## config.mk

```make
export PLATFORM = sky130hd
export DESIGN_NAME = fhc_host
export DESIGN_NICKNAME = d
export VERILOG_FILES = /design/src/hw/fhc_host.v
export VERILOG_INCLUDE_DIRS = /design/src /design/src/pkg
export SDC_FILE = /design/constraint.sdc
export NUM_CORES = 1
export LEC_CHECK = 0
export BUFFER_PORTS_ARGS = -buffer_cell sky130_fd_sc_hd__clkbuf_2
export CORE_AREA = 2 2 111 113
export DETAILED_ROUTE_END_ITERATION = 10
export DIE_AREA = 0 0 113 115
export GPL_TIMING_DRIVEN = 0
export SLEW_MARGIN = 20
export SYNTH_ARGS = -nofsm -noshare
export SYNTH_HDL_FRONTEND = slang
export SYNTH_SLANG_ARGS = --single-unit
```

## constraint.sdc

```tcl
create_clock -name I_CLK -period 2.8 [get_ports I_CLK]
set_input_delay 0.42 -clock I_CLK [delete_from_list [all_inputs] [get_ports I_CLK]]
set_output_delay 0.42 -clock I_CLK [all_outputs]
set_load 0.02 [all_outputs]
```

## src/pkg/fhc_regs.vh

```
// Summary of operation
// - Host never issues unassigned command codes such as 0x00.
// - Host polls the ready bit first, then evaluates failure bits; for the status op it reads once and evaluates without waiting for ready.
// - Host ignores supply-low bit while supply is in the uncertain band.
// - Host masks out reserved status bit 0 when polling.
// - Error bits are sticky; host clears them with code 0x50.
`ifndef FHC_REGS_VH
`define FHC_REGS_VH

// command codes
`define FHC_CMD_PROG_ALT    8'h10
`define FHC_CMD_ERASE_SETUP 8'h20
`define FHC_CMD_CONFIRM     8'hD0
`define FHC_CMD_SUSPEND     8'hB0
`define FHC_CMD_READ_STATUS 8'h70
`define FHC_CMD_CLEAR       8'h50

// user operations
`define FHC_OP_PROGRAM      3'h0
`define FHC_OP_ERASE        3'h1
`define FHC_OP_SUSPEND      3'h2
`define FHC_OP_RESUME       3'h3
`define FHC_OP_CLEAR        3'h4
`define FHC_OP_STATUS       3'h5

// status word bit positions
`define FHC_SB_READY        7
`define FHC_SB_ERASE_PAUSED 6
`define FHC_SB_ERASE_FAIL   5
`define FHC_SB_PROG_FAIL    4
`define FHC_SB_SUPPLY_LOW   3
`define FHC_SB_PROG_PAUSED  2
`define FHC_SB_LOCK_ABORT   1
`define FHC_SB_RESERVED     0
`define FHC_STATUS_MASK     8'hFE

// timing
`define FHC_CLK_NS          100
`define FHC_T_ACC_NS        70
`define FHC_ACC_CYC         ((`FHC_T_ACC_NS + `FHC_CLK_NS - 1) / `FHC_CLK_NS)
`define FHC_SYNC_CYC        2
`define FHC_RD_CYC          (`FHC_ACC_CYC + `FHC_SYNC_CYC)

`endif

```

## src/hw/fhc_host.v

```verilog
`timescale 1ns/10ps
`default_nettype none
`include "fhc_regs.vh"
module fhc_host (
  // clock and reset
  input  wire        I_CLK,
  input  wire        I_RST,
  // user command port
  input  wire        i_cmd_valid,
  input  wire [2:0]  i_cmd_op,
  input  wire [21:0] i_cmd_addr,
  input  wire [15:0] i_cmd_data,
  output wire        o_cmd_ready,
  // user result port
  output reg         o_done,
  output reg         o_cmd_bad,
  output reg  [7:0]  o_status,
  output reg         o_prog_fail,
  output reg         o_erase_fail,
  output reg         o_supply_low,
  output reg         o_lock_abort,
  output reg         o_seq_err,
  output reg         o_prog_paused,
  output reg         o_erase_paused,
  // system supply monitor
  input  wire        i_supply_marginal,
  // flash pins
  output reg  [21:0] o_flash_addr,
  output reg  [15:0] o_flash_dq_out,
  output reg         o_flash_dq_oe,
  input  wire [15:0] i_flash_dq,
  output reg         o_flash_ce_n,
  output reg         o_flash_oe_n,
  output reg         o_flash_we_n,
  output reg         o_flash_rst_n
);

  // controller states
  localparam [2:0] ST_IDLE  = 3'h0;
  localparam [2:0] ST_WRITE = 3'h1;
  localparam [2:0] ST_READ  = 3'h2;
  localparam [2:0] ST_EVAL  = 3'h3;
  localparam [2:0] ST_DONE  = 3'h4;
  // status-read strobe length, in clocks
  localparam [31:0] RD_CYC   = `FHC_RD_CYC;
  localparam [1:0]  RD_LAST  = RD_CYC[1:0];

  // latched request and synchronised pins
  reg  [2:0]  state_r;
  reg  [1:0]  phase_r;
  reg  [1:0]  rd_cnt_r;
  reg  [2:0]  op_r;
  reg         second_r;
  reg  [15:0] data_r;
  reg  [15:0] dq_meta_r;
  reg  [15:0] dq_sync_r;
  reg         marg_meta1_r;
  reg         marg_sync_r;
  wire [7:0]  stat_w;

  // user handshake and masked status
  assign o_cmd_ready = (state_r == ST_IDLE) && o_flash_rst_n;
  assign stat_w      = dq_sync_r[7:0] & `FHC_STATUS_MASK;

  // true when op needs a second bus write
  function two_writes;
    input [2:0] op;
    begin
      two_writes = (op == `FHC_OP_PROGRAM) || (op == `FHC_OP_ERASE);
    end
  endfunction

  // first command code of an op
  function [7:0] first_code;
    input [2:0] op;
    begin
      case (op)
        `FHC_OP_PROGRAM: first_code = `FHC_CMD_PROG_ALT;
        `FHC_OP_ERASE:   first_code = `FHC_CMD_ERASE_SETUP;
        `FHC_OP_SUSPEND: first_code = `FHC_CMD_SUSPEND;
        `FHC_OP_RESUME:  first_code = `FHC_CMD_CONFIRM;
        `FHC_OP_CLEAR:   first_code = `FHC_CMD_CLEAR;
        default:         first_code = `FHC_CMD_READ_STATUS;
      endcase
    end
  endfunction

  // command-sequence error pattern of a status word
  function seq_error;
    input [7:0] s;
    begin
      seq_error = s[`FHC_SB_READY] & s[`FHC_SB_PROG_FAIL] & s[`FHC_SB_ERASE_FAIL];
    end
  endfunction

  // input synchronisers
  always @(posedge I_CLK or posedge I_RST) begin
    if (I_RST) begin
      dq_meta_r    <= 16'h0000;
      dq_sync_r    <= 16'h0000;
      marg_meta1_r <= 1'b0;
      marg_sync_r  <= 1'b0;
    end else begin
      dq_meta_r    <= i_flash_dq;
      dq_sync_r    <= dq_meta_r;
      marg_meta1_r <= i_supply_marginal;
      marg_sync_r  <= marg_meta1_r;
    end
  end

  // bus sequencing and result capture
  always @(posedge I_CLK or posedge I_RST) begin
    if (I_RST) begin
      state_r        <= ST_IDLE;
      phase_r        <= 2'h0;
      rd_cnt_r       <= 2'h0;
      op_r           <= 3'h0;
      second_r       <= 1'b0;
      data_r         <= 16'h0000;
      o_done         <= 1'b0;
      o_cmd_bad      <= 1'b0;
      o_status       <= 8'h00;
      o_prog_fail    <= 1'b0;
      o_erase_fail   <= 1'b0;
      o_supply_low   <= 1'b0;
      o_lock_abort   <= 1'b0;
      o_seq_err      <= 1'b0;
      o_prog_paused  <= 1'b0;
      o_erase_paused <= 1'b0;
      o_flash_addr   <= 22'h000000;
      o_flash_dq_out <= 16'h0000;
      o_flash_dq_oe  <= 1'b0;
      o_flash_ce_n   <= 1'b1;
      o_flash_oe_n   <= 1'b1;
      o_flash_we_n   <= 1'b1;
      o_flash_rst_n  <= 1'b0;
    end else begin
      o_flash_rst_n <= 1'b1;
      o_done        <= 1'b0;
      o_cmd_bad     <= 1'b0;
      case (state_r)
        ST_IDLE: begin
          if (i_cmd_valid && o_flash_rst_n) begin
            if (i_cmd_op > `FHC_OP_STATUS) begin
              o_cmd_bad <= 1'b1;
              o_done    <= 1'b1;
            end else begin
              op_r           <= i_cmd_op;
              second_r       <= 1'b0;
              data_r         <= i_cmd_data;
              o_flash_addr   <= i_cmd_addr;
              o_flash_dq_out <= {8'h00, first_code(i_cmd_op)};
              phase_r        <= 2'h0;
              state_r        <= ST_WRITE;
            end
          end
        end
        ST_WRITE: begin
          phase_r <= phase_r + 2'h1;
          case (phase_r)
            2'h0: begin
              o_flash_ce_n  <= 1'b0;
              o_flash_dq_oe <= 1'b1;
            end
            2'h1: o_flash_we_n <= 1'b0;
            2'h2: o_flash_we_n <= 1'b1;
            default: begin
              o_flash_ce_n  <= 1'b1;
              o_flash_dq_oe <= 1'b0;
              if (two_writes(op_r) && !second_r) begin
                second_r <= 1'b1;
                if (op_r == `FHC_OP_PROGRAM)
                  o_flash_dq_out <= data_r;
                else
                  o_flash_dq_out <= {8'h00, `FHC_CMD_CONFIRM};
                state_r <= ST_WRITE;
              end else if (op_r == `FHC_OP_RESUME || op_r == `FHC_OP_CLEAR) begin
                state_r <= ST_DONE;
              end else begin
                rd_cnt_r <= 2'h0;
                state_r  <= ST_READ;
              end
            end
          endcase
        end
        ST_READ: begin
          o_flash_ce_n <= 1'b0;
          o_flash_oe_n <= 1'b0;
          rd_cnt_r     <= rd_cnt_r + 2'h1;
          if (rd_cnt_r == RD_LAST) begin
            o_flash_ce_n <= 1'b1;
            o_flash_oe_n <= 1'b1;
            state_r      <= ST_EVAL;
          end
        end
        ST_EVAL: begin
          o_status <= stat_w;
          if (!stat_w[`FHC_SB_READY] && op_r != `FHC_OP_STATUS) begin
            rd_cnt_r <= 2'h0;
            state_r  <= ST_READ;
          end else begin
            o_prog_fail    <= stat_w[`FHC_SB_PROG_FAIL];
            o_erase_fail   <= stat_w[`FHC_SB_ERASE_FAIL];
            o_supply_low   <= stat_w[`FHC_SB_SUPPLY_LOW] & ~marg_sync_r;
            o_lock_abort   <= stat_w[`FHC_SB_LOCK_ABORT];
            o_seq_err      <= seq_error(stat_w);
            o_prog_paused  <= stat_w[`FHC_SB_PROG_PAUSED];
            o_erase_paused <= stat_w[`FHC_SB_ERASE_PAUSED];
            state_r        <= ST_DONE;
          end
        end
        ST_DONE: begin
          o_done  <= 1'b1;
          state_r <= ST_IDLE;
        end
        default: state_r <= ST_IDLE;
      endcase
    end
  end

endmodule
`default_nettype wire

```

Yosys cells after proc, flatten, opt, wreduce, memory -nomap -nowiden
Cells that the tools add are included.
Word-level totals
  register bits: 104
  output and inout bits: 61
  input bits: 61
  logic and storage cells: 125
Cells by class
  bitwise operators: 7
  $add $sub $neg: 2
  $lt $le $gt $ge: 1
  reductions and logical operators: 27
  eq/ne operators: 24
  multiplexer cells: 37
Operator list (number)
  2-to-1 mux 16 bit: 5
  one-hot mux 8 bit (5 select lines): 1
  one-hot mux 16 bit (2 select lines): 1
  2-to-1 mux 3 bit: 7
  inequality test 2 bit (second input constant): 8
  equality test 3 x 2 -> 1 bit (second input constant): 5
  2-to-1 mux 2 bit: 6
  one-hot mux 1 bit (2 select lines): 6
  one-hot mux 3 bit (4 select lines): 1
  AND reduction 5 bit: 2
  equality test 3 x 1 -> 1 bit (second input constant): 3
  equality test 3 bit (second input constant): 3
  logical NOT 3 bit: 3
  2-to-1 mux 1 bit: 8
  AND reduction 2 bit: 4
  one-hot mux 2 bit (3 select lines): 1
  AND reduction 3 bit: 2
  nonzero test 2 bit: 3
  adder 2 x 1 -> 2 bit (second input constant): 2
  equality test 2 bit (second input constant): 2
  logical AND 1 bit: 4
  inverter 1 bit: 4
  one-hot mux 2 bit (2 select lines): 1
  AND reduction 4 bit: 1
  other kinds (11): 15

Logic depth before layout (Yosys ltp)
Gate-level depths: netlist of the first run.
  depth after elaboration: 6
  mapped depth: 6
  gate-level depth less buffers: 5

Worst setup path after synthesis of the first run
No wires, ideal clock.
  path type: reg2reg
  start point: reg state_r[2]
  end point: reg o_flash_addr[10]
  required time: 2675 ps
  buffers on the path: 3
  slack: 972 ps
  period minus slack after synthesis: 1828 ps
  data arrival time: 1703 ps
  library setup time: 125 ps
  stages on the path, launching flop included: 7
  cells stage by stage: dfrtp_1 > buf_2 > nor4b_4 > nand3_1 > buf_2 > buf_2 > mux2_2
On the way
  cells in the longest elaborated chain, start to end: 2
Ends and longest elaborated chain
  from (decl): RTL line fhc_host.v:49  | reg [2:0] state_r;
  from (signal assigned): RTL line fhc_host.v:114  | state_r <= ST_IDLE;
  from (signal assigned): RTL line fhc_host.v:154  | state_r <= ST_WRITE;
  from (signal assigned): RTL line fhc_host.v:176  | state_r <= ST_WRITE;
  logical NOT 3 bit: RTL line fhc_host.v:141  | case (state_r)
  AND reduction 3 bit (no source line)
  to (signal assigned): RTL line fhc_host.v:151  | o_flash_addr <= i_cmd_addr;
  to (decl): RTL line fhc_host.v:28  | output reg [21:0] o_flash_addr,
No other way between the ends.
A chain may end at the register's enable or synchronous reset.

Final worst setup path of the first run
  start point: reg state_r[1]
  end point: reg o_flash_dq_out[7]
On the way
  cells in the longest elaborated chain, start to end: 3
  elaborated cells on any way between the ends: 9
  those cells by class: eq/ne (5); mux (1); reduce/logical (3)
Ends and longest elaborated chain
  equality test 3 x 1 -> 1 bit or logical NOT 3 bit (tied branches): RTL line fhc_host.v:141
  inequality test 2 bit (no source line), or another cell as far along
  AND reduction 5 bit (no source line)
  to (signal assigned): RTL line fhc_host.v:152  | o_flash_dq_out <= {8'h00, first_code(i_cmd_op)};
  to (signal assigned): RTL line fhc_host.v:173  | o_flash_dq_out <= data_r;
  to (signal assigned): RTL line fhc_host.v:175  | o_flash_dq_out <= {8'h00, `FHC_CMD_CONFIRM};
  to (decl): RTL line fhc_host.v:29  | output reg [15:0] o_flash_dq_out,
Parallel ways exist; a longest one is shown, timed or not.

==> results of run 1 <==
[power breakdown]
| part | switching, W | internal (W) | leakage [nW] | total [W] |
|---|---|---|---|---|
| Clock | 0.000558 | 0.000724 | 0.154 | 0.00128 |
| Combinational | 0.00122 | 0.000976 | 1.15 | 0.00220 |
| Sequential | 0.000350 | 0.00209 | 1.24 | 0.00244 |
| Total | 0.00213 | 0.00379 | 2.54 | 0.00592 |
[per-stage QoR]
step,setup WS [ps],total power (W),utilization [%]
finish,813,0.00592,43.5
global route,685,0.00630,43.5
CTS,780,0.00602,43.5
detailed placement,639,0.00470,40.9
global placement,498,0.00461,40.4
floorplan,972,0.00396,-
[how the worst max path moves through the flow]
stage                start                end
3_3_place_gp         I_RST             o_done
6_report        state_r[1]  o_flash_dq_out[7]
4_1_cts         state_r[0]        rd_cnt_r[1]
2_1_floorplan   state_r[2]   o_flash_addr[10]
3_5_place_dp   i_cmd_op[1]   o_flash_addr[13]
5_1_grt         state_r[0]        rd_cnt_r[1]
[synth_stat cells, types with 3 or more instances]
master / instances / area [µm²]
buf_2: 6 / 30.0
nor2_1: 8 / 30.0
nor3b_1: 3 / 22.5
mux2_2: 59 / 664
dfrtp_1: 99 / 2480
ha_1: 4 / 50.1
nand2_1: 22 / 82.6
a211oi_1: 3 / 22.5
nand2b_1: 3 / 18.8
a21oi_1: 4 / 20.0
mux2i_1: 14 / 140
o21ai_0: 7 / 35.0
inv_1: 21 / 78.8
dfstp_2: 3 / 78.8
[layout make-up]
type                    instances  area [µm²]
repair buffers                113         611
plain buffers                  11        71.3
well taps                     147         184
inverters                      21        82.6
clock inverters                 6        66.3
fillers                      1142        6670
flip-flops and latches        102        2560
multi-input cells             154        1330
clock buffers                  10         239
[flip-flops by register name, indices dropped and copies added, names as in the netlist, 2 cells and up]
name / flops
data_r: 16
o_flash_addr: 22
phase_r: 2
state_r: 3
rd_cnt_r: 2
op_r: 3
dq_sync_r: 7
dq_meta_r: 7
o_flash_dq_out: 16
o_status: 7
[routing by layer]
layer / vias to the layer above / part of all wire [%]
met5: - / 0
met1: 1275 / 44
met4: 0 / 1.1
met3: 7 / 6.3
met2: 67 / 48
li1: 1220 / -
[cell families after synthesis]
| logic type | after synthesis | synth area share, % |
|---|---|---|
| simple gates | 49 | 7.03 |
| compound gates | 26 | 4.59 |
| fa+ha+maj | 4 | 1.24 |
| buf+inv | 32 | 3.72 |
| other cells | 2 | 0.186 |
| flops | 102 | 63.3 |
| mux | 73 | 19.9 |
==> impl_metrics.env, run 1 <==
export IMPL_run_status="finished, violations left"
export IMPL_violations="DRC"
export IMPL_p_leak_nw=2.54
export IMPL_design_area_um2=5140
export IMPL_std_cell_rows=40
export IMPL_drc=5
export IMPL_vias=2569
export IMPL_relSlewSlack_pct=58.3
export IMPL_synth_seq_cells=102
export IMPL_power_density_nw_per_um2=1150
export IMPL_endpoint_kind="flop"
export IMPL_antenna_found_initial=0
export IMPL_async_reset_ff_share_pct=100
export IMPL_met3_usage_pct=5.11
export IMPL_maxCapViolCount=0
export IMPL_grt_overflow=0
export IMPL_n_antenna_cell=0
export IMPL_cp_arrival_ps=2210
export IMPL_critPathRequiredTime_ps=3030
export IMPL_dpl_hpwl_um=5900
export IMPL_synthToLayoutAreaGrowth_pct=27.3
export IMPL_setup_viol=0
export IMPL_ys_warnings_count=0
export IMPL_syn_nets=353
export IMPL_setup_tns_ps=0
export IMPL_worstSetupPathType="flop to flop"
export IMPL_crit_fanout=10
export IMPL_placed_area_um2=4840
export IMPL_yosys_cell_types_count=38
export IMPL_yosysSeqAreaShare_pct=63.3
export IMPL_crit_chain="buf_6 -> or3b_4 -> nor4_4 -> a22oi_1 -> mux2_2"
export IMPL_gp_congestion=0.736
export IMPL_grt_pass1_wl_um=13100
export IMPL_irDropWorstVdd_mv=0.666
export IMPL_cts_tree="done"
export IMPL_port_buffer_count=110
export IMPL_viasPerCell=4.55
export IMPL_regToRegSetupSlack_ps=810
export IMPL_ant_nets=0
export IMPL_use_met1_pct=16.3
export IMPL_finalNonFillerCells=564
export IMPL_cpPeakStageDelay_ps=440
export IMPL_period_share_pct=71.0
export IMPL_path_delay_family="simple AND/OR/NAND/NOR gates"
export IMPL_rsz0062_at_grt="false"
export IMPL_grt_max_degree=31
export IMPL_final_nets=477
export IMPL_path_clk_slew_ps=70
export IMPL_cts_hold_buffers=0
export IMPL_drive_above_1_share_pct=50.1
export IMPL_syn_area_per_cell_um2=14.0
export IMPL_regToRegStartpoint="state_r[1]"
export IMPL_drt_iter0_markers=106
export IMPL_most_common_layout_cells="110 x clkbuf_2, 99 x dfrtp_1, 59 x mux2_2"
export IMPL_finClkSkew_ps=8.17
export IMPL_fmax_mhz=503
export IMPL_reg2reg_depth=5
export IMPL_cts_htree_levels=3
export IMPL_grt_pass1_vias=2614
export IMPL_hold_slack_ps=104
export IMPL_hold_path_class="input pin to asynchronous set/reset pin"
export IMPL_worst_r2r_endpoint="o_flash_dq_out[7]"
export IMPL_dp_cells=548
export IMPL_totalWireLength_um=8120
export IMPL_initial_core_util_pct=34.2
export IMPL_grt_usage_pct=13.1
export IMPL_finalHoldViolCount=0
export IMPL_clock_sinks=102
export IMPL_dominantRegCellSynth="dfrtp_1"
export IMPL_crit_cells=5
export IMPL_cts_setup_buffers=0
export IMPL_final_common_cell="clkbuf_2"
export IMPL_finalCriticalPeriod_ps=1990
export IMPL_cpMaxStageDelayCell="or3b_4"
export IMPL_dieArea_um2=13000
export IMPL_cts_resized=0
export IMPL_netlist_instances=288
export IMPL_ios=122
export IMPL_grt_busiest_layer="met2"
export IMPL_synth_edf_count=0
export IMPL_die_h_um=115
export IMPL_clk_path_buf_depth=2
export IMPL_tightestPinTransition_ps=622
export IMPL_wl_per_cell_um=14.4
export IMPL_slew_viol_final=0
export IMPL_worst_path_buf_inv=1
export IMPL_startpoint_type="flop"
export IMPL_synth_area_um2=4040
export IMPL_chipWidth_um=113
export IMPL_coreArea_um2=11800
export IMPL_clk_insertion_delay_late_ps=340
export IMPL_cts_buffers=9
export IMPL_cts_root_buf="clkbuf_16"
export IMPL_globalRouteMet2Util_pct=21.0
export IMPL_dr_pass1_iters=7
No activity file was read; power rests on OpenSTA's default activity.
==> inputs of run 2 (changes only) <==
--- a/config.mk
+++ b/config.mk
@@ -6,10 +6,11 @@
 export SDC_FILE = /design/constraint.sdc
 export NUM_CORES = 1
 export LEC_CHECK = 0
+export ABC_AREA = 1
 export BUFFER_PORTS_ARGS = -buffer_cell sky130_fd_sc_hd__clkbuf_2
-export CORE_AREA = 2 2 111 113
+export CORE_AREA = 2 2 112 114
 export DETAILED_ROUTE_END_ITERATION = 10
-export DIE_AREA = 0 0 113 115
+export DIE_AREA = 0 0 114 116
 export GPL_TIMING_DRIVEN = 0
 export SLEW_MARGIN = 20
 export SYNTH_ARGS = -nofsm -noshare
==> constraint.sdc (replaced) <==
create_clock -name I_CLK -period 1.87 [get_ports I_CLK]
set_input_delay 0.2805 -clock I_CLK [delete_from_list [all_inputs] [get_ports I_CLK]]
set_output_delay 0.2805 -clock I_CLK [all_outputs]
set_load 0.02 [all_outputs]
==> run 2 against run 1 <==
  * Worst setup slack lost 560 ps
  * Worst hold slack lost 120 ps
  * Critical path depth shrank 1
  * Register-to-register slack lost 480 ps
  * Sequential power grew 42%
  * The flow finishes with violations (hold timing)
  * Non-clock buffer count grew 9
  * Via count grew 30%
  * Combinational power grew 54%
  * Die area grew 1.8%
  * Utilization grew 0.82 points
  * Global-route usage grew 1.7 points
==> impl_metrics.env, run 2 <==
export IMPL_cts_tree="done"
export IMPL_cts_hold_buffers=0
export IMPL_initial_core_util_pct=34.9
export IMPL_cts_root_buf="clkbuf_16"
export IMPL_setup_viol=0
export IMPL_multi_input_area_um2=1340
export IMPL_final_common_cell="nand2_1"
export IMPL_yosys_cell_types_count=25
export IMPL_wl_met2_um=4650
export IMPL_synth_area_leaders="dfrtp_1 60%, nand2_1 16%, nand3_1 5.9%, inv_1 3.2%, o21ai_0 2.5%"
export IMPL_viasPerCell=4.53
export IMPL_hold_slack_ps=-14.5
export IMPL_antenna_found_initial=0
export IMPL_p_leak_nw=2.96
export IMPL_wl_per_cell_um=12.6
export IMPL_grt_overflow=0
export IMPL_run_status="finished, violations left"
export IMPL_endpoint_kind="output pin"
export IMPL_finalNonFillerCells=738
export IMPL_chipWidth_um=114
export IMPL_coreArea_um2=11900
export IMPL_vias=3341
export IMPL_gp_congestion=0.780
export IMPL_design_area_um2=5280
export IMPL_sequentialPowerShare_pct=39.4
export IMPL_met1_length_um=4070
export IMPL_clock_sinks=102
export IMPL_irDropWorstVdd_mv=0.643
export IMPL_port_buffer_count=111
export IMPL_p_int_w=0.00524
export IMPL_worst_r2r_endpoint="o_flash_addr[18]"
export IMPL_cts_resized=0
export IMPL_p_switching_w=0.00357
export IMPL_reg2reg_depth=9
export IMPL_critPathRequiredTime_ps=1590
export IMPL_ant_nets=0
export IMPL_dieArea_um2=13200
export IMPL_dp_cells=722
export IMPL_drive_above_1_share_pct=28.4
export IMPL_comb_power_share_pct=38.3
export IMPL_finClkSkew_ps=8.92
export IMPL_top_layer_used="met4"
export IMPL_totalWireLength_um=9330
export IMPL_yosys_top_cells_count="175 x nand2_1, 99 x dfrtp_1, 49 x nand3_1"
export IMPL_netlist_instances=461
export IMPL_synth_seq_cells=102
export IMPL_startpoint_type="flop"
export IMPL_clk_path_buf_depth=2
export IMPL_hold_path_class="input pin to asynchronous set/reset pin"
export IMPL_tightestPinTransition_ps=602
export IMPL_cts_setup_buffers=0
export IMPL_slew_viol_final=0
export IMPL_top_register="o_flash_addr"
export IMPL_n_fill_cell=1194
export IMPL_regToRegSetupSlack_ps=330
export IMPL_register_area_um2=2560
export IMPL_async_reset_ff_share_pct=100
export IMPL_largest_reg_flops=22
export IMPL_grt_pass1_wl_um=15500
export IMPL_drt_iter0_markers=190
export IMPL_final_nets=651
export IMPL_dpl_hpwl_um=7220
export IMPL_most_common_layout_cells="175 x nand2_1, 111 x clkbuf_2, 99 x dfrtp_1"
export IMPL_ys_warnings_count=0
export IMPL_path_clk_slew_ps=70
export IMPL_finalCriticalPeriod_ps=1620
export IMPL_dr_pass1_iters=4
export IMPL_violations="hold timing"
export IMPL_synth_top_area_share_pct=59.6
export IMPL_cts_htree_levels=3
export IMPL_rsz0062_at_grt="false"
export IMPL_grt_usage_pct=14.7
export IMPL_synth_top_area_cell="dfrtp_1"
export IMPL_syn_nets=526
export IMPL_regToRegStartpoint="state_r[0]"
export IMPL_cp_arrival_ps=1330
export IMPL_std_cell_rows=40
export IMPL_power_density_nw_per_um2=1670
export IMPL_maxCapViolCount=0
export IMPL_grt_max_degree=29
export IMPL_placed_area_um2=4970
export IMPL_drc=0
export IMPL_clk_insertion_delay_late_ps=350
export IMPL_switching_share_pct=40.5
export IMPL_top_regs="o_flash_addr x22, data_r x16, o_flash_dq_out x16"
export IMPL_synth_area_um2=4160
export IMPL_ios=122
export IMPL_dominantRegCellSynth="dfrtp_1"
export IMPL_die_h_um=116
export IMPL_relSlewSlack_pct=59.8
export IMPL_fmax_mhz=619
export IMPL_finalHoldViolCount=22
export IMPL_p_clk_share_pct=22.3
export IMPL_met3_wirelength_um=435
export IMPL_yosysMostFrequentCell="nand2_1"
export IMPL_cts_buffers=9
export IMPL_finalCoreUtilization_pct=44.3
export IMPL_yosysSeqAreaShare_pct=61.5
export IMPL_synthToLayoutAreaGrowth_pct=27.1
export IMPL_worstSetupPathType="flop to output pin"
export IMPL_grt_pass1_vias=3268
export IMPL_syn_area_per_cell_um2=9.01
export IMPL_synth_edf_count=0
export IMPL_period_share_pct=86.4
export IMPL_n_antenna_cell=0
export IMPL_crit_fanout=5
[run 2: cell types whose count changed after synthesis, sizes merged, moves of 14 or more]
cell   delta
inv      +18
mux2     -59
mux2i    -14
nand2   +160
nand3    +47
nor2     +20
o21ai    +15
[run 2: cell families (layout without fill, tap and decap cells)]
group	Yosys count	after routing	synth area share (%)
buffers and inverters	58	188	6.29
AND/OR/NAND/NOR	262	262	26.6
adder cells (fa/ha/maj)	4	4	1.20
flip-flops	102	102	61.5
AO/OA/AOI/OAI	33	33	4.16
other	2	2	0.181
[run 2: worst max-delay path, cell delays in order (launching register included)]
cell      delay [ps]
dfrtp_1          430
inv_1            170
nand2_2          110
nor2_4           100
clkbuf_2         190
[run 2: metal layers]
metal  up-vias  GRT usage (%)
met2        76           24.4
met5         -              0
met4         0           5.85
met3        10           3.24
li1       1683              -
met1      1572           18.9
[run 2: how the worst max path moves through the flow]
stage / start / to / slack, ps / cells after the start
floorplan: I_RST / data_r[0] / 370 / 1
global placement: I_RST / o_flash_dq_out[2] / -260 / 2
detailed placement: i_cmd_op[1] / o_flash_addr[13] / 310 / 6
CTS: state_r[0] / o_cmd_ready / 240 / 4
global route: state_r[0] / data_r[15] / 180 / 9
finish: state_r[0] / o_cmd_ready / 250 / 4
[run 2: layout make-up]
type,count,area share (%)
flip-flops and latches,102,48.4
multi-input cells,301,25.3
repair buffers,114,11.8
clock buffers,10,4.52
well taps,147,3.48
inverters,39,2.84
plain buffers,19,2.18
clock inverters,6,1.47
[run 2: power by group through the flow]
| stage | registers, W | logic, W | clock network [W] |
|---|---|---|---|
| after CTS | 0.00347 | 0.00343 | 0.00201 |
| final | 0.00347 | 0.00338 | 0.00196 |
| after detailed placement | 0.00350 | 0.00343 | 0 |
| after floorplan | 0.00405 | 0.00176 | 0 |
| after global routing | 0.00358 | 0.00380 | 0.00209 |
| after global placement | 0.00348 | 0.00333 | 0 |
[run 2: stage by stage]
step | worst slack (ps) | power, W | setup TNS (ps)
final | 255 | 0.00881 | 0
after CTS | 240 | 0.00892 | 0
after detailed placement | 314 | 0.00693 | 0
after global routing | 175 | 0.00947 | 0
after floorplan | 374 | 0.00581 | 0
after global placement | -264 | 0.00681 | -25440
==> inputs of run 3 (changes only) <==
--- a/config.mk
+++ b/config.mk
@@ -8,10 +8,13 @@
 export LEC_CHECK = 0
 export ABC_AREA = 1
 export BUFFER_PORTS_ARGS = -buffer_cell sky130_fd_sc_hd__clkbuf_2
-export CORE_AREA = 2 2 112 114
+export CELL_PAD_IN_SITES_DETAIL_PLACEMENT = 2
+export CELL_PAD_IN_SITES_GLOBAL_PLACEMENT = 2
+export CORE_AREA = 2 2 121 123
 export DETAILED_ROUTE_END_ITERATION = 10
-export DIE_AREA = 0 0 114 116
+export DIE_AREA = 0 0 123 125
 export GPL_TIMING_DRIVEN = 0
+export PLACE_DENSITY = 0.82
 export SLEW_MARGIN = 20
 export SYNTH_ARGS = -nofsm -noshare
 export SYNTH_HDL_FRONTEND = slang
==> run 3 against run 2 <==
  * The run now ends clean
  * Clock skew is 0.65 ps lower
  * Sequential cell count is the same
  * Worst hold slack improved by 38 ps
  * Count of clock-buffer cells in the layout fell by 1
  * Sequential power about the same
  * Critical path type unchanged
==> impl_metrics.env, run 3 (same netlist as run 2, synthesis figures left out) <==
export IMPL_run_status="finished clean"
export IMPL_cp_arrival_ps=1400
export IMPL_grt_max_degree=33
export IMPL_worstSetupPathType="flop to output pin"
export IMPL_p_clk_share_pct=21.8
export IMPL_total_power_w=0.00903
export IMPL_hold_path_class="input pin to flop"
export IMPL_period_share_pct=89.7
export IMPL_finalCriticalPeriod_ps=1680
export IMPL_finalHoldViolCount=0
export IMPL_totalWireLength_um=12500
export IMPL_clk_insertion_delay_late_ps=360
export IMPL_sequentialPowerShare_pct=38.8
export IMPL_synthToLayoutAreaGrowth_pct=28.1
export IMPL_cpPeakStageDelay_ps=430
export IMPL_dpl_hpwl_um=9510
export IMPL_p_leak_nw=2.96
export IMPL_rsz0062_at_grt="false"
export IMPL_fin_ws_ps=192
export IMPL_clock_sinks=102
export IMPL_crit_chain="inv_1 -> nand2_2 -> nor2_4 -> clkbuf_2"
export IMPL_top_regs="o_flash_addr x22, data_r x16, o_flash_dq_out x16"
export IMPL_place_ws_ps=254
export IMPL_comb_power_share_pct=39.4
export IMPL_cts_tree="done"
export IMPL_path_delay_family="flip-flops"
export IMPL_grt_pass1_vias=3992
export IMPL_ios=122
export IMPL_endpoint_kind="output pin"
export IMPL_finClkSkew_ps=8.27
export IMPL_ant_nets=0
export IMPL_grt_overflow=0
export IMPL_dr_pass1_iters=4
export IMPL_fmax_mhz=596
export IMPL_globalRouteMet2Util_pct=31.0
export IMPL_cts_root_buf="clkbuf_16"
export IMPL_clk_path_buf_depth=2
export IMPL_vias=3518
export IMPL_std_cell_rows=44
export IMPL_p_switching_w=0.00383
export IMPL_most_common_layout_cells="175 x nand2_1, 111 x clkbuf_2, 99 x dfrtp_1"
export IMPL_cts_htree_levels=3
export IMPL_largest_reg_flops=22
export IMPL_chipWidth_um=123
export IMPL_cts_setup_buffers=0
export IMPL_use_met1_pct=20.4
export IMPL_slew_viol_final=0
export IMPL_grt_usage_pct=17.3
export IMPL_antenna_found_initial=0
export IMPL_maxCapViolCount=0
export IMPL_die_h_um=125
export IMPL_drive_above_1_share_pct=28.4
export IMPL_coreArea_um2=14200
export IMPL_drc=0
export IMPL_worst_path_buf_inv=2
export IMPL_met3_usage_pct=3.33
export IMPL_switching_share_pct=42.4
export IMPL_wl_per_cell_um=16.1
export IMPL_drt_iter0_markers=149
export IMPL_critPathRequiredTime_ps=1590
export IMPL_gp_congestion=0.785
export IMPL_dieArea_um2=15400
export IMPL_setup_viol=0
export IMPL_initial_core_util_pct=29.3
export IMPL_cts_buffers=9
export IMPL_top_register="o_flash_addr"
export IMPL_port_buffer_count=111
export IMPL_final_common_cell="nand2_1"
export IMPL_startpoint_type="flop"
export IMPL_crit_fanout=5
export IMPL_path_clk_slew_ps=80
export IMPL_power_density_nw_per_um2=1700
export IMPL_viasPerCell=4.53
export IMPL_p_int_w=0.00520
export IMPL_grt_busiest_layer="met2"
export IMPL_grt_pass1_wl_um=20700
export IMPL_cpMaxStageDelayCell="dfrtp_1"
export IMPL_irDropWorstVdd_mv=0.622
export IMPL_n_antenna_cell=0
export IMPL_final_nets=652
[run 3: changes by cell type in the layout (fill, tap and decap cells not counted), sizes merged]
cell,before,now
clkinv,1,3
dlygate4sd3,0,1
clkbuf,124,123
inv,41,40
[run 3: power by group through the flow]
| stage | logic, W | registers (W) | clock network [W] |
|---|---|---|---|
| 2_1_floorplan | 0.00176 | 0.00405 | 0 |
| 6_report | 0.00356 | 0.00350 | 0.00197 |
| 5_1_grt | 0.00402 | 0.00362 | 0.00210 |
| 3_3_place_gp | 0.00339 | 0.00348 | 0 |
| 3_5_place_dp | 0.00361 | 0.00354 | 0 |
| 4_1_cts | 0.00366 | 0.00352 | 0.00201 |
[run 3: metal layers]
metal	part of all wire, %	vias to the layer above
li1	-	1676
met1	41	1758
met2	53	67
met3	4.2	17
met4	1.8	0
met5	0	-
[run 3: stage by stage]
step | std cells | TNS, ps | area, µm² | util [%] | hold WS [ps]
after floorplan | 461 | 0 | 4160 | - | 312
after global placement | 756 | -31070 | 4940 | 34.8 | 333
after detailed placement | 759 | 0 | 5000 | 35.2 | 295
after CTS | 776 | 0 | 5320 | 37.5 | 11.1
after global routing | 776 | 0 | 5320 | 37.5 | 14.9
final | 776 | 0 | 5320 | 37.5 | 23.2
[run 3: worst reg2reg max path: cells and delay by family, from the launching register on]
family	cells	cell delay, ps
DFF	1	430
and+or+nand+nor	6	600
buffers and inverters	3	490
[run 3: layout make-up]
| type | instances | area (µm²) |
|---|---|---|
| Timing Repair Buffer | 115 | 626 |
| Fill cell | 1636 | 8880 |
| Multi-Input combinational cell | 301 | 1340 |
| Sequential cell | 102 | 2560 |
| Buffer | 19 | 115 |
| Clock buffer | 9 | 225 |
| Inverter | 39 | 150 |
| Clock inverter | 7 | 81.3 |
| Tap cell | 184 | 230 |
[run 3: worst paths after layout]
kind,cells past startpoint,endpoint,slack (ps),start
max,4,o_cmd_ready,190,state_r[0]
min,1,dq_meta_r[5],20,i_flash_dq[5]
max reg2reg,9,data_r[2],250,state_r[0]
min reg2reg,0,marg_sync_r,350,marg_meta1_r
max in group asynchronous,5,o_flash_ce_n,610,I_RST
min in group asynchronous,3,dq_meta_r[2],470,I_RST
[run 3: timing repair]
action                                  CTS  global route
resized for setup                         0             0
hold buffers                              1             0
endpoints found under the hold margin    14             0
endpoints found under the setup margin    0             0
